===== src/phes_pkg.sv =====
// Shared constants and types of the peak and hold event sequencer
package phes_pkg;

    localparam int CLK_PERIOD_NS = 50;
    localparam int OC_BLANK_NS   = 2500;
    localparam int AS_BLANK_NS   = 10000;
    localparam int OC_BLANK_CYC  = OC_BLANK_NS / CLK_PERIOD_NS;
    localparam int AS_BLANK_CYC  = AS_BLANK_NS / CLK_PERIOD_NS;

    localparam int DAC_W     = 7;
    localparam int DWELL_W   = 8;
    localparam int PRE_W     = 3;
    localparam int PRE_CNT_W = 7;
    localparam int BLANK_W   = 8;
    localparam int FLT_W     = 3;

    localparam int FLT_OC       = 0;
    localparam int FLT_AS_GATE  = 1;
    localparam int FLT_AS_CLAMP = 2;

    localparam logic [FLT_W-1:0][BLANK_W-1:0] BLANK_LIMITS = {
        BLANK_W'(AS_BLANK_CYC), BLANK_W'(AS_BLANK_CYC), BLANK_W'(OC_BLANK_CYC)};

    localparam logic [BLANK_W-1:0]   BLANK_ZERO = 8'h00;
    localparam logic [BLANK_W-1:0]   BLANK_ONE  = 8'h01;
    localparam logic [PRE_CNT_W-1:0] PRE_ZERO   = 7'h00;
    localparam logic [PRE_CNT_W-1:0] PRE_ONE    = 7'h01;
    localparam logic [DWELL_W-1:0]   DWELL_ZERO = 8'h00;
    localparam logic [DWELL_W-1:0]   DWELL_ONE  = 8'h01;
    localparam logic [FLT_W-1:0]     FLT_NONE   = 3'h0;
    localparam logic [DAC_W-1:0]     DAC_ZERO   = 7'h00;

    typedef enum logic [4:0] {
        ST_IDLE  = 5'h01,
        ST_GATE  = 5'h02,
        ST_G2C   = 5'h04,
        ST_CLAMP = 5'h08,
        ST_C2G   = 5'h10
    } phes_drive_type;

    typedef struct packed {
        logic [DAC_W-1:0] peak_high;
        logic [DAC_W-1:0] peak_low;
        logic [DAC_W-1:0] hold_high;
        logic [DAC_W-1:0] hold_low;
    } phes_levels_type;

    typedef struct packed {
        logic               gate_antisat_double;
        logic               clamp_antisat_double;
        logic               dwell_source_select;
        logic [PRE_W-1:0]   dwell_prescale_field;
        logic [DWELL_W-1:0] dwell_count;
    } phes_cfg_type;

    typedef struct packed {
        logic [BLANK_W-1:0] cnt;
        logic               hit;
    } phes_blank_type;

    typedef struct packed {
        phes_drive_type       drive;
        logic                 gate;
        logic                 clamp;
        logic                 hold_phase;
        logic                 run_prev;
        logic                 dwell_prev;
        logic [PRE_CNT_W-1:0] pre_cnt;
        logic [DWELL_W-1:0]   dwell_cnt;
        logic [FLT_W-1:0]     faults;
        logic                 fault_n;
        logic [DAC_W-1:0]     dac_upper;
        logic [DAC_W-1:0]     dac_lower;
        logic                 gate_sat_double;
        logic                 clamp_sat_double;
    } phes_core_type;

endpackage : phes_pkg


===== src/phes_blank.sv =====
// Detection blanking timer: a condition must persist LIMIT cycles
`timescale 1ns/1ps
module phes_blank #(
    parameter logic [phes_pkg::BLANK_W-1:0] LIMIT = 8'h01
) (
    input  wire logic mclk_i,
    input  wire logic srst_i,
    input  wire logic cond_i,
    output logic      detect_o
);
    import phes_pkg::*;

    phes_blank_type q;
    phes_blank_type next_q;

    always_comb begin
        next_q = q;
        // A glitch shorter than the window restarts the count
        if (!cond_i) begin
            next_q.cnt = BLANK_ZERO;
            next_q.hit = 1'b0;
        end else if (!q.hit) begin
            next_q.cnt = q.cnt + BLANK_ONE;
            next_q.hit = (next_q.cnt == LIMIT);
        end
    end

    always_ff @(posedge mclk_i) begin
        if (srst_i) begin
            q <= '0;
        end else begin
            q <= next_q;
        end
    end

    assign detect_o = q.hit;

endmodule : phes_blank


===== src/phes_core.sv =====
// Peak and hold event sequencer: dwell timing, drive order, fault blanking
`timescale 1ns/1ps
// Overview of operation
// - An event runs only while both drive inputs are high.
// - Peak and hold current levels and dwell length are programmable settings.
// - Settings arrive as parallel inputs; latched faults are read back on faults_o.
// - One configuration bit picks clocked or level dwell time base.
// - Clocked mode moves from peak to hold when dwell count expires.
// - Level mode picks peak or hold directly from the dwell input.
// - Either drive input low ends the event and turns both predrives off.
// - Bit 5 selects the gate antisaturation threshold, 1 doubles it.
// - Bit 4 selects the clamp antisaturation threshold, 1 doubles it.
// - Overcurrent is blanked 2.5 us before the fault output goes low.
// - Gate or clamp antisaturation is blanked 10 us before fault goes low.
// - Both drive inputs rising restart the dwell timer and enable the gate.
// - Level mode: dwell input low means peak, high means hold.
// - A three-bit prescaler divides the dwell clock before the dwell timer.
// - Upper level: gate off then clamp on; lower level: clamp off then gate on.
module phes_core (
    input  wire logic                      mclk_i,
    input  wire logic                      srst_i,
    input  wire logic                      drive_enable_input_i,
    input  wire logic                      drive_control_i,
    input  wire logic                      dwell_in_i,
    input  wire phes_pkg::phes_cfg_type    cfg_i,
    input  wire phes_pkg::phes_levels_type levels_i,
    input  wire logic                      above_upper_i,
    input  wire logic                      below_lower_i,
    input  wire logic                      overcurrent_i,
    input  wire logic                      antisat_gate_i,
    input  wire logic                      antisat_clamp_i,
    input  wire logic                      fault_clear_i,
    output logic                           gate_o,
    output logic                           clamp_o,
    output logic                           hold_phase_o,
    output logic [phes_pkg::DAC_W-1:0]     dac_upper_o,
    output logic [phes_pkg::DAC_W-1:0]     dac_lower_o,
    output logic                           gate_antisat_double_o,
    output logic                           clamp_antisat_double_o,
    output logic [phes_pkg::FLT_W-1:0]     faults_o,
    output logic                           fault_n_o
);
    import phes_pkg::*;

    phes_core_type    q;
    phes_core_type    next_q;
    logic [FLT_W-1:0] fault_cond;
    logic [FLT_W-1:0] fault_det;
    logic             run;
    logic             start;
    logic             dwell_edge;
    logic             dwell_expired;

    function automatic logic [PRE_CNT_W-1:0] pre_limit(input logic [PRE_W-1:0] field);
        pre_limit = (PRE_ONE << field) - PRE_ONE;
    endfunction : pre_limit

    function automatic logic [DAC_W-1:0] pick_level(input logic hold, input logic [DAC_W-1:0] peak_lvl,
                                                    input logic [DAC_W-1:0] hold_lvl);
        pick_level = hold ? hold_lvl : peak_lvl;
    endfunction : pick_level

    assign fault_cond = {antisat_clamp_i, antisat_gate_i, overcurrent_i};

    generate
        for (genvar i = 0; i < FLT_W; i++) begin : g_blank
            phes_blank #(
                .LIMIT(BLANK_LIMITS[i])
            ) u_blank (
                .mclk_i  (mclk_i),
                .srst_i  (srst_i),
                .cond_i  (fault_cond[i]),
                .detect_o(fault_det[i])
            );
        end
    endgenerate

    assign run           = drive_enable_input_i & drive_control_i;
    assign start         = run & ~q.run_prev;
    assign dwell_edge    = dwell_in_i & ~q.dwell_prev;
    assign dwell_expired = (q.dwell_cnt >= cfg_i.dwell_count);

    always_comb begin
        next_q            = q;
        next_q.run_prev   = run;
        next_q.dwell_prev = dwell_in_i;

        if (start) begin
            next_q.pre_cnt   = PRE_ZERO;
            next_q.dwell_cnt = DWELL_ZERO;
        end else if (!cfg_i.dwell_source_select && dwell_edge && !dwell_expired) begin
            if (q.pre_cnt >= pre_limit(cfg_i.dwell_prescale_field)) begin
                next_q.pre_cnt   = PRE_ZERO;
                next_q.dwell_cnt = q.dwell_cnt + DWELL_ONE;
            end else begin
                next_q.pre_cnt = q.pre_cnt + PRE_ONE;
            end
        end

        if (!run) begin
            next_q.hold_phase = 1'b0;
        end else if (cfg_i.dwell_source_select) begin
            next_q.hold_phase = dwell_in_i;
        end else begin
            next_q.hold_phase = !start && dwell_expired;
        end

        next_q.dac_upper = pick_level(next_q.hold_phase, levels_i.peak_high, levels_i.hold_high);
        next_q.dac_lower = pick_level(next_q.hold_phase, levels_i.peak_low, levels_i.hold_low);

        next_q.gate_sat_double  = cfg_i.gate_antisat_double;
        next_q.clamp_sat_double = cfg_i.clamp_antisat_double;

        next_q.faults  = (q.faults & ~{FLT_W{fault_clear_i}}) | fault_det;
        next_q.fault_n = (next_q.faults == FLT_NONE);

        if (!run || fault_det != FLT_NONE) begin
            // Fault stops drive; only a fresh rising condition restarts it
            next_q.drive = ST_IDLE;
        end else begin
            case (q.drive)
                ST_IDLE:  next_q.drive = start ? ST_GATE : ST_IDLE;
                ST_GATE:  next_q.drive = above_upper_i ? ST_G2C : ST_GATE;
                ST_G2C:   next_q.drive = ST_CLAMP;
                ST_CLAMP: next_q.drive = below_lower_i ? ST_C2G : ST_CLAMP;
                ST_C2G:   next_q.drive = ST_GATE;
                default:  next_q.drive = ST_IDLE;
            endcase
        end
        next_q.gate  = (next_q.drive == ST_GATE);
        next_q.clamp = (next_q.drive == ST_CLAMP);
    end

    always_ff @(posedge mclk_i) begin
        if (srst_i) begin
            q         <= '0;
            q.drive   <= ST_IDLE;
            q.fault_n <= 1'b1;
        end else begin
            q <= next_q;
        end
    end

    assign gate_o                 = q.gate;
    assign clamp_o                = q.clamp;
    assign hold_phase_o           = q.hold_phase;
    assign dac_upper_o            = q.dac_upper;
    assign dac_lower_o            = q.dac_lower;
    assign gate_antisat_double_o  = q.gate_sat_double;
    assign clamp_antisat_double_o = q.clamp_sat_double;
    assign faults_o               = q.faults;
    assign fault_n_o              = q.fault_n;

    // Consecutive-high counters used only by the checks below
    logic [BLANK_W-1:0] oc_run;
    logic [BLANK_W-1:0] asg_run;
    always_ff @(posedge mclk_i) begin
        if (srst_i) begin
            oc_run  <= BLANK_ZERO;
            asg_run <= BLANK_ZERO;
        end else begin
            oc_run  <= !overcurrent_i ? BLANK_ZERO : (oc_run == 8'hff ? oc_run : oc_run + BLANK_ONE);
            asg_run <= !antisat_gate_i ? BLANK_ZERO : (asg_run == 8'hff ? asg_run : asg_run + BLANK_ONE);
        end
    end

    AST_ABORT_OFF: assert property (@(posedge mclk_i) disable iff (srst_i)
        !(drive_enable_input_i && drive_control_i) |=> !gate_o && !clamp_o)
        else $error("Predrive still on after drive input low");

    AST_IDLE_PEAK: assert property (@(posedge mclk_i) disable iff (srst_i)
        !(drive_enable_input_i && drive_control_i) ##1 !(drive_enable_input_i && drive_control_i)
        |=> !hold_phase_o && !gate_o && !clamp_o)
        else $error("Idle block not in peak with predrives off");

    AST_START_GATE: assert property (@(posedge mclk_i) disable iff (srst_i)
        start && fault_det == FLT_NONE && !cfg_i.dwell_source_select && cfg_i.dwell_count != DWELL_ZERO
        |=> gate_o && !clamp_o && !hold_phase_o)
        else $error("Event start did not enable gate in peak phase");

    AST_GATE_TO_CLAMP: assert property (@(posedge mclk_i) disable iff (srst_i)
        gate_o && above_upper_i && run && fault_det == FLT_NONE
        |=> !gate_o && !clamp_o ##1 (clamp_o || !$past(run) || $past(fault_det) != FLT_NONE))
        else $error("Gate to clamp order broken");

    AST_CLAMP_TO_GATE: assert property (@(posedge mclk_i) disable iff (srst_i)
        $rose(gate_o) |-> !$past(clamp_o))
        else $error("Gate rose while clamp was on");

    AST_LEVEL_PHASE: assert property (@(posedge mclk_i) disable iff (srst_i)
        run && cfg_i.dwell_source_select |=> hold_phase_o == $past(dwell_in_i))
        else $error("Level mode phase does not follow dwell input");

    AST_DWELL_HOLD: assert property (@(posedge mclk_i) disable iff (srst_i)
        run && !start && !cfg_i.dwell_source_select && dwell_expired |=> hold_phase_o)
        else $error("Dwell expiry did not select hold");

    AST_OC_EARLY: assert property (@(posedge mclk_i) disable iff (srst_i)
        !faults_o[FLT_OC] && oc_run < BLANK_W'(OC_BLANK_CYC) |=> !faults_o[FLT_OC])
        else $error("Overcurrent latched before blanking time");

    AST_OC_LATE: assert property (@(posedge mclk_i) disable iff (srst_i)
        oc_run >= BLANK_W'(OC_BLANK_CYC) |=> faults_o[FLT_OC] && !fault_n_o)
        else $error("Overcurrent not flagged after blanking time");

    AST_AS_TIMING: assert property (@(posedge mclk_i) disable iff (srst_i)
        !faults_o[FLT_AS_GATE] && asg_run == BLANK_W'(AS_BLANK_CYC - 1) && antisat_gate_i
        |=> !faults_o[FLT_AS_GATE] ##1 faults_o[FLT_AS_GATE])
        else $error("Gate antisaturation blanking time wrong");

    AST_FAULT_HOLD: assert property (@(posedge mclk_i) disable iff (srst_i)
        faults_o != FLT_NONE && !fault_clear_i |=> faults_o != FLT_NONE && !fault_n_o)
        else $error("Latched fault lost without clear");

endmodule : phes_core


===== config.mk =====
export PLATFORM = sky130hd
export DESIGN_NAME = phes_core
export DESIGN_NICKNAME = d
export VERILOG_FILES = /design/src/phes_pkg.sv /design/src/phes_blank.sv /design/src/phes_core.sv
export SDC_FILE = /design/constraint.sdc
export NUM_CORES = 1
export LEC_CHECK = 0
export ABC_CLOCK_PERIOD_IN_PS = 3800
export BUFFER_PORTS_ARGS = -buffer_cell sky130_fd_sc_hd__buf_2
export CAP_MARGIN = 5
export CORE_MARGIN = 3
export CORE_UTILIZATION = 40
export CTS_CLUSTER_DIAMETER = 200
export CTS_CLUSTER_SIZE = 14
export DETAILED_ROUTE_END_ITERATION = 8
export PLACE_DENSITY = 0.65
export SETUP_SLACK_MARGIN = 0.02
export SYNTH_ARGS = -nofsm -noshare
export SYNTH_HDL_FRONTEND = slang
export SYNTH_HIERARCHICAL = 1
export SYNTH_SLANG_ARGS = --single-unit

===== constraint.sdc =====
create_clock -name mclk_i -period 3.8 [get_ports mclk_i]
set_input_delay 0.38 -clock mclk_i [delete_from_list [all_inputs] [get_ports mclk_i]]
set_output_delay 0.38 -clock mclk_i [all_outputs]
set_load 0.01 [all_outputs]

==> impl_metrics.env, run 1 <==
export IMPL_hold_class="primary input to flop"
export IMPL_crit_required_ns=4.07
export IMPL_finalMaxSlewViolations=0
export IMPL_critPathMaxFanout=14
export IMPL_ys_types=56
export IMPL_ctsHtreeMaxLevel=3
export IMPL_period_share_pct=66.01
export IMPL_dr_total_vias=3236
export IMPL_whs_path_depth=2
export IMPL_antenna_found_initial=0
export IMPL_setup_viol=0
export IMPL_crit_end="dac_upper_o[6]$_SDFF_PP0_"
export IMPL_regArea_um2=1441
export IMPL_tightest_slew_ns=0.8718
export IMPL_clock_skew_ns=0.009457
export IMPL_synth_seq_cells=72
export IMPL_multi_input_area_um2=2227
export IMPL_startpoint="q[20]$_SDFFE_PP0P_"
export IMPL_startpoint_type="flop"
export IMPL_fp_dieH_um=105.9
export IMPL_grt_use_total_pct=14.77
export IMPL_syn_inst=450
export IMPL_powerDensity_nw_per_um2=356.9
export IMPL_start_util_pct=42.22
export IMPL_area_growth_pct=12.91
export IMPL_grt_start_max_net_pins=50
export IMPL_synth_async_sr_flop_share_pct=0
export IMPL_clk_latency_ns=0.34
export IMPL_numCtsBuffers=9
export IMPL_antenna_cells=0
export IMPL_coreArea_um2=9459
export IMPL_cts_sinks=72
export IMPL_fillers=955
export IMPL_post_drt_wl_per_cell_um=12.65
export IMPL_r2r_start="q[20]$_SDFFE_PP0P_"
export IMPL_cts_root_buffer="clkbuf_8"
export IMPL_grt_pass1_wl_um=13830
export IMPL_syn_mean_instance_area_um2=8.875
export IMPL_cts_hold_buffers=0
export IMPL_vias_per_cell=5.112
export IMPL_synth_edf_count=0
export IMPL_syn_nets=526
export IMPL_routed_wl_um=8007
export IMPL_outcome="complete, no violations"
export IMPL_rsz0062_at_grt="no"
export IMPL_drc_errors=0
export IMPL_cts_setup_buffers=0
export IMPL_first_pass_iters=4
export IMPL_synth_area_um2=3994
export IMPL_drt_initial_drc_count=133
export IMPL_setup_worst_path_end_class="flop"
export IMPL_rrSetupSlack_ns=1.29
export IMPL_layout_drive_gt1_share_pct=20.63
export IMPL_ant_nets=0
export IMPL_fin_nets=575
export IMPL_reg2reg_depth=7
export IMPL_die_w_um=105.9
export IMPL_core_rowCount=35
export IMPL_clk_pin_slew_ns=0.08
export IMPL_die_area_um2=11220
export IMPL_yosysWarnings=6
export IMPL_relSlewSlack_pct=41.69
export IMPL_crit_type="flop to flop"
export IMPL_cts_resized_gates=0
export IMPL_critPathArrivalTime_ns=2.77
export IMPL_fin_tns_setup_ns=0
export IMPL_seq_area_frac_synth_pct=36.09
export IMPL_fmax_ghz=0.3987
export IMPL_power_leakage_nw=1.827
export IMPL_layout_commonest_cell="buf_2"
export IMPL_routabilityCongestion=0.8078
export IMPL_io_pins=76
export IMPL_grt_overflow_total=0
export IMPL_r2r_end="dac_upper_o[6]$_SDFF_PP0_"
export IMPL_hold_viol=0
export IMPL_cap_violations=0
export IMPL_ir_worst_vdd_mv=0.2005
export IMPL_clk_path_buf_depth=2
export IMPL_synth_main_ff_cell="dfxtp_1"
export IMPL_final_cell_mix="buf_2, dfxtp_1, nor2_1, nand2b_1, mux2i_1"
export IMPL_io_buffer_count=75
export IMPL_fin_crit_ns=2.508
export IMPL_power_mw=1.610
export IMPL_hpwlAfterDp_um=5820
export IMPL_cts_tree="yes"
export IMPL_grt_pass1_vias=3175
[sequential cells by signal (all words and copies together) (netlist names), 3 cells and up]
register / cells
dac_upper_o: 7
q: 22
g_blank.u_blank/q: 24
faults_o: 3
g_blank.u_blank/detect_o: 3
dac_lower_o: 7
[power by group]
part | internal, mW | switching, mW
sequential | 0.770 | 0.00901
combinational | 0.0590 | 0.0720
clock | 0.425 | 0.275
total | 1.25 | 0.356
[synthesized netlist by cell type (all sizes together), types with 15 or more instances]
master	number	area share, %
dfxtp	72	36
nand2b	35	5.5
nor2	35	3.3
buf	27	5.4
mux2i	24	6.0
nand2	24	2.4
ha	23	7.2
a21oi	20	2.5
inv	19	1.8
nand3	18	2.4
or3	16	2.5
o21ai	15	2.0
[area by class of cell]
type | instances | area share, %
well taps | 129 | 3.579
multi-input cells | 322 | 49.39
clock buffers | 14 | 3.829
clock inverters | 2 | 1.332
repair buffers | 75 | 8.324
inverters | 19 | 1.582
flip-flops and latches | 72 | 31.96
[metal layers]
layer  vias to the layer above  routed length (µm)  GRT usage, %
li1                       1674                   -             -
met1                      1491                3658         17.95
met2                        62                3926         25.77
met3                         9                 326         3.522
met4                         0                  95         4.625
met5                         -                   0             0
[kinds of logic (layout without fill, tap and decap cells)]
logic type | count (synthesis) | in the layout | share of synthesized area (%)
XOR/XNOR | 17 | 17 | 3.728
flip-flops | 72 | 72 | 36.09
AO/OA/AOI/OAI | 63 | 63 | 10.28
buffers and inverters | 56 | 110 | 8.146
multiplexers | 24 | 24 | 6.015
adder cells (fa/ha/maj) | 23 | 23 | 7.206
AND/OR/NAND/NOR | 195 | 195 | 28.54
[critical path, stage by stage (launching register included)]
cell and delay [ns]:
dfxtp_1 0.43, inv_1 0.09, ha_1 0.27, nand2b_1 0.11, a31oi_2 0.11, o211a_1 0.40
nor3_4 0.77, mux2i_1 0.26
[worst min path at each step]
| stage | end | start | slack [ns] |
|---|---|---|---|
| 2_1_floorplan | q[27]$_SDFFE_PP0P_ | q[27]$_SDFFE_PP0P_ | 0.45 |
| 3_3_place_gp | g_blank[1].u_blank/q[8]$_SDFFE_PP0N_ | g_blank[1].u_blank/q[8]$_SDFFE_PP0N_ | 0.47 |
| 3_5_place_dp | g_blank[1].u_blank/q[8]$_SDFFE_PP0N_ | g_blank[1].u_blank/q[8]$_SDFFE_PP0N_ | 0.48 |
| 4_1_cts | gate_antisat_double_o$_SDFF_PP0_ | cfg_i[13] | 0.24 |
| 5_1_grt | clamp_antisat_double_o$_SDFF_PP0_ | cfg_i[12] | 0.26 |
| 6_report | gate_antisat_double_o$_SDFF_PP0_ | cfg_i[13] | 0.25 |
[metrics by stage]
stage	setup WS [ns]	area (µm²)	hold WS, ns	cells	util, %
after global routing	1.057	4509	0.2585	633	47.67
after CTS	1.264	4509	0.2410	633	47.67
after floorplan	1.691	3994	0.4471	450	-
after global placement	1.278	4277	0.4692	617	45.21
after detailed placement	1.173	4277	0.4785	617	45.21
final	1.292	4509	0.2539	633	47.67
Note: power is estimated with default switching activity, not from simulation.
==> run 2, diff against run 1 <==
--- a/config.mk
+++ b/config.mk
@@ -5,7 +5,7 @@
 export SDC_FILE = /design/constraint.sdc
 export NUM_CORES = 1
 export LEC_CHECK = 0
-export ABC_CLOCK_PERIOD_IN_PS = 3800
+export ABC_CLOCK_PERIOD_IN_PS = 2500
 export BUFFER_PORTS_ARGS = -buffer_cell sky130_fd_sc_hd__buf_2
 export CAP_MARGIN = 5
 export CORE_MARGIN = 3
==> constraint.sdc (replaced) <==
create_clock -name mclk_i -period 2.5 [get_ports mclk_i]
set_input_delay 0.25 -clock mclk_i [delete_from_list [all_inputs] [get_ports mclk_i]]
set_output_delay 0.25 -clock mclk_i [all_outputs]
set_load 0.01 [all_outputs]
==> impl_metrics.env, run 2 (synthesis gave the netlist of run 1 again) <==
export IMPL_fin_nets=578
export IMPL_startpoint_type="flop"
export IMPL_regArea_um2=1441
export IMPL_powerDensity_nw_per_um2=496.1
export IMPL_power_leakage_nw=1.813
export IMPL_clk_pin_slew_ns=0.07
export IMPL_grt_util_met1_pct=16.94
export IMPL_hold_class="primary input to flop"
export IMPL_cap_violations=0
export IMPL_drc_errors=0
export IMPL_fillers=950
export IMPL_dr_total_vias=3257
export IMPL_hpwlAfterDp_um=5862
export IMPL_layout_commonest_cell="buf_2"
export IMPL_crit_type="flop to flop"
export IMPL_period_share_pct=88.69
export IMPL_largest_reg_flops=24
export IMPL_fmax_ghz=0.4510
export IMPL_fin_crit_ns=2.217
export IMPL_hold_viol=0
export IMPL_relSlewSlack_pct=54.29
export IMPL_regMostFlops="g_blank.u_blank/q"
export IMPL_setup_viol=0
export IMPL_grt_start_max_net_pins=50
export IMPL_busiest_layer="met2"
export IMPL_grt_use_total_pct=14.36
export IMPL_final_cells=634
export IMPL_grt_overflow_total=0
export IMPL_fp_dieH_um=105.9
export IMPL_cts_tree="yes"
export IMPL_critPathArrivalTime_ns=2.50
export IMPL_reg_top3="g_blank.u_blank/q x24, q x22"
export IMPL_multi_input_area_um2=2227
export IMPL_clk_latency_ns=0.34
export IMPL_die_area_um2=11220
export IMPL_antenna_cells=0
export IMPL_cts_root_buffer="clkbuf_8"
export IMPL_dpl_cell_area_um2=4299
export IMPL_numCtsBuffers=9
export IMPL_rsz0062_at_grt="no"
export IMPL_crit_required_ns=2.78
export IMPL_cts_resized_gates=0
export IMPL_critPathMaxFanout=14
export IMPL_dp_cells=620
export IMPL_vias_per_cell=5.137
export IMPL_drt_initial_drc_count=159
export IMPL_ir_worst_vdd_mv=0.4425
export IMPL_grt_pass1_vias=3132
export IMPL_start_util_pct=42.22
export IMPL_ant_nets=0
export IMPL_routed_wl_um=8029
export IMPL_cts_hold_buffers=0
export IMPL_fin_tns_setup_ns=0
export IMPL_grt_pass1_wl_um=13370
export IMPL_final_core_util_pct=47.28
export IMPL_final_cell_mix="buf_2, dfxtp_1, nor2_1, nand2b_1, mux2i_1"
export IMPL_setup_worst_path_end_class="flop"
export IMPL_routabilityCongestion=0.7790
export IMPL_use_met2_pct=24.54
export IMPL_ctsHtreeMaxLevel=3
export IMPL_post_drt_wl_per_cell_um=12.66
export IMPL_coreArea_um2=9459
export IMPL_hold_ws_ns=0.1195
export IMPL_fin_area_um2=4472
export IMPL_die_w_um=105.9
export IMPL_clock_skew_ns=0.005283
export IMPL_finalMaxSlewViolations=0
export IMPL_first_pass_iters=4
export IMPL_io_pins=76
export IMPL_clk_path_buf_depth=2
export IMPL_layout_drive_gt1_share_pct=20.79
export IMPL_antenna_found_initial=0
export IMPL_cts_setup_buffers=0
export IMPL_area_growth_pct=11.97
export IMPL_tightest_slew_ns=0.6856
export IMPL_io_buffer_count=75
export IMPL_cts_sinks=72
export IMPL_outcome="complete, no violations"
export IMPL_core_rowCount=35
export IMPL_met3_usage_pct=4.614
run 2: cell count changes in the layout (fill, tap and decap cells not counted):
| cell | change |
|---|---|
| buf_4 | +3 |
| bufinv_16 | -2 |
run 2: area by class of cell:
type                            count  area share [%]
Timing Repair Buffer               78           8.898
Multi-Input combinational cell    322           49.80
Sequential cell                    72           32.23
Inverter                           19           1.595
Tap cell                          129           3.609
Clock buffer                       14           3.861
run 2: path summary, 6_finish.rpt:
kind                                                          end               start  cells past startpoint  slack [ns]
worst max-delay path                           q[23]$_SDFFE_PP0P_  q[22]$_SDFFE_PP0P_                      6        0.28
worst min-delay path            clamp_antisat_double_o$_SDFF_PP0_           cfg_i[12]                      2        0.12
worst max register to register                 q[23]$_SDFFE_PP0P_  q[22]$_SDFFE_PP0P_                      6        0.28
worst min register to register                 q[27]$_SDFFE_PP0P_  q[27]$_SDFFE_PP0P_                      2        0.49
run 2: through the flow:
| stage | worst slack [ns] | power (mW) |
|---|---|---|
| after floorplan | 0.5136 | 1.349 |
| after global placement | 0.2878 | 1.408 |
| after detailed placement | 0.2318 | 1.414 |
| after CTS | 0.2695 | 2.259 |
| after global routing | 0.1458 | 2.331 |
| final | 0.2827 | 2.219 |
run 2: metal layers:
metal	vias to the layer above	wire [µm]
li1	1688	-
met1	1481	3601
met2	71	3902
met3	17	370
met4	0	154
met5	-	0
run 2: power breakdown:
group / internal, mW / switching (mW) / leakage [nW]
Sequential: 1.17 / 0.0135 / 0.586
Clock: 0.432 / 0.401 / 0.0886
Combinational: 0.0914 / 0.110 / 1.14
run 2: critical path, stage by stage (launching register included):
cell and delay [ns]:
dfxtp_1 0.41, ha_1 0.28, a211o_1 0.30, a31oi_2 0.18, o211ai_2 0.32, nor4_1 0.44
mux2i_1 0.21
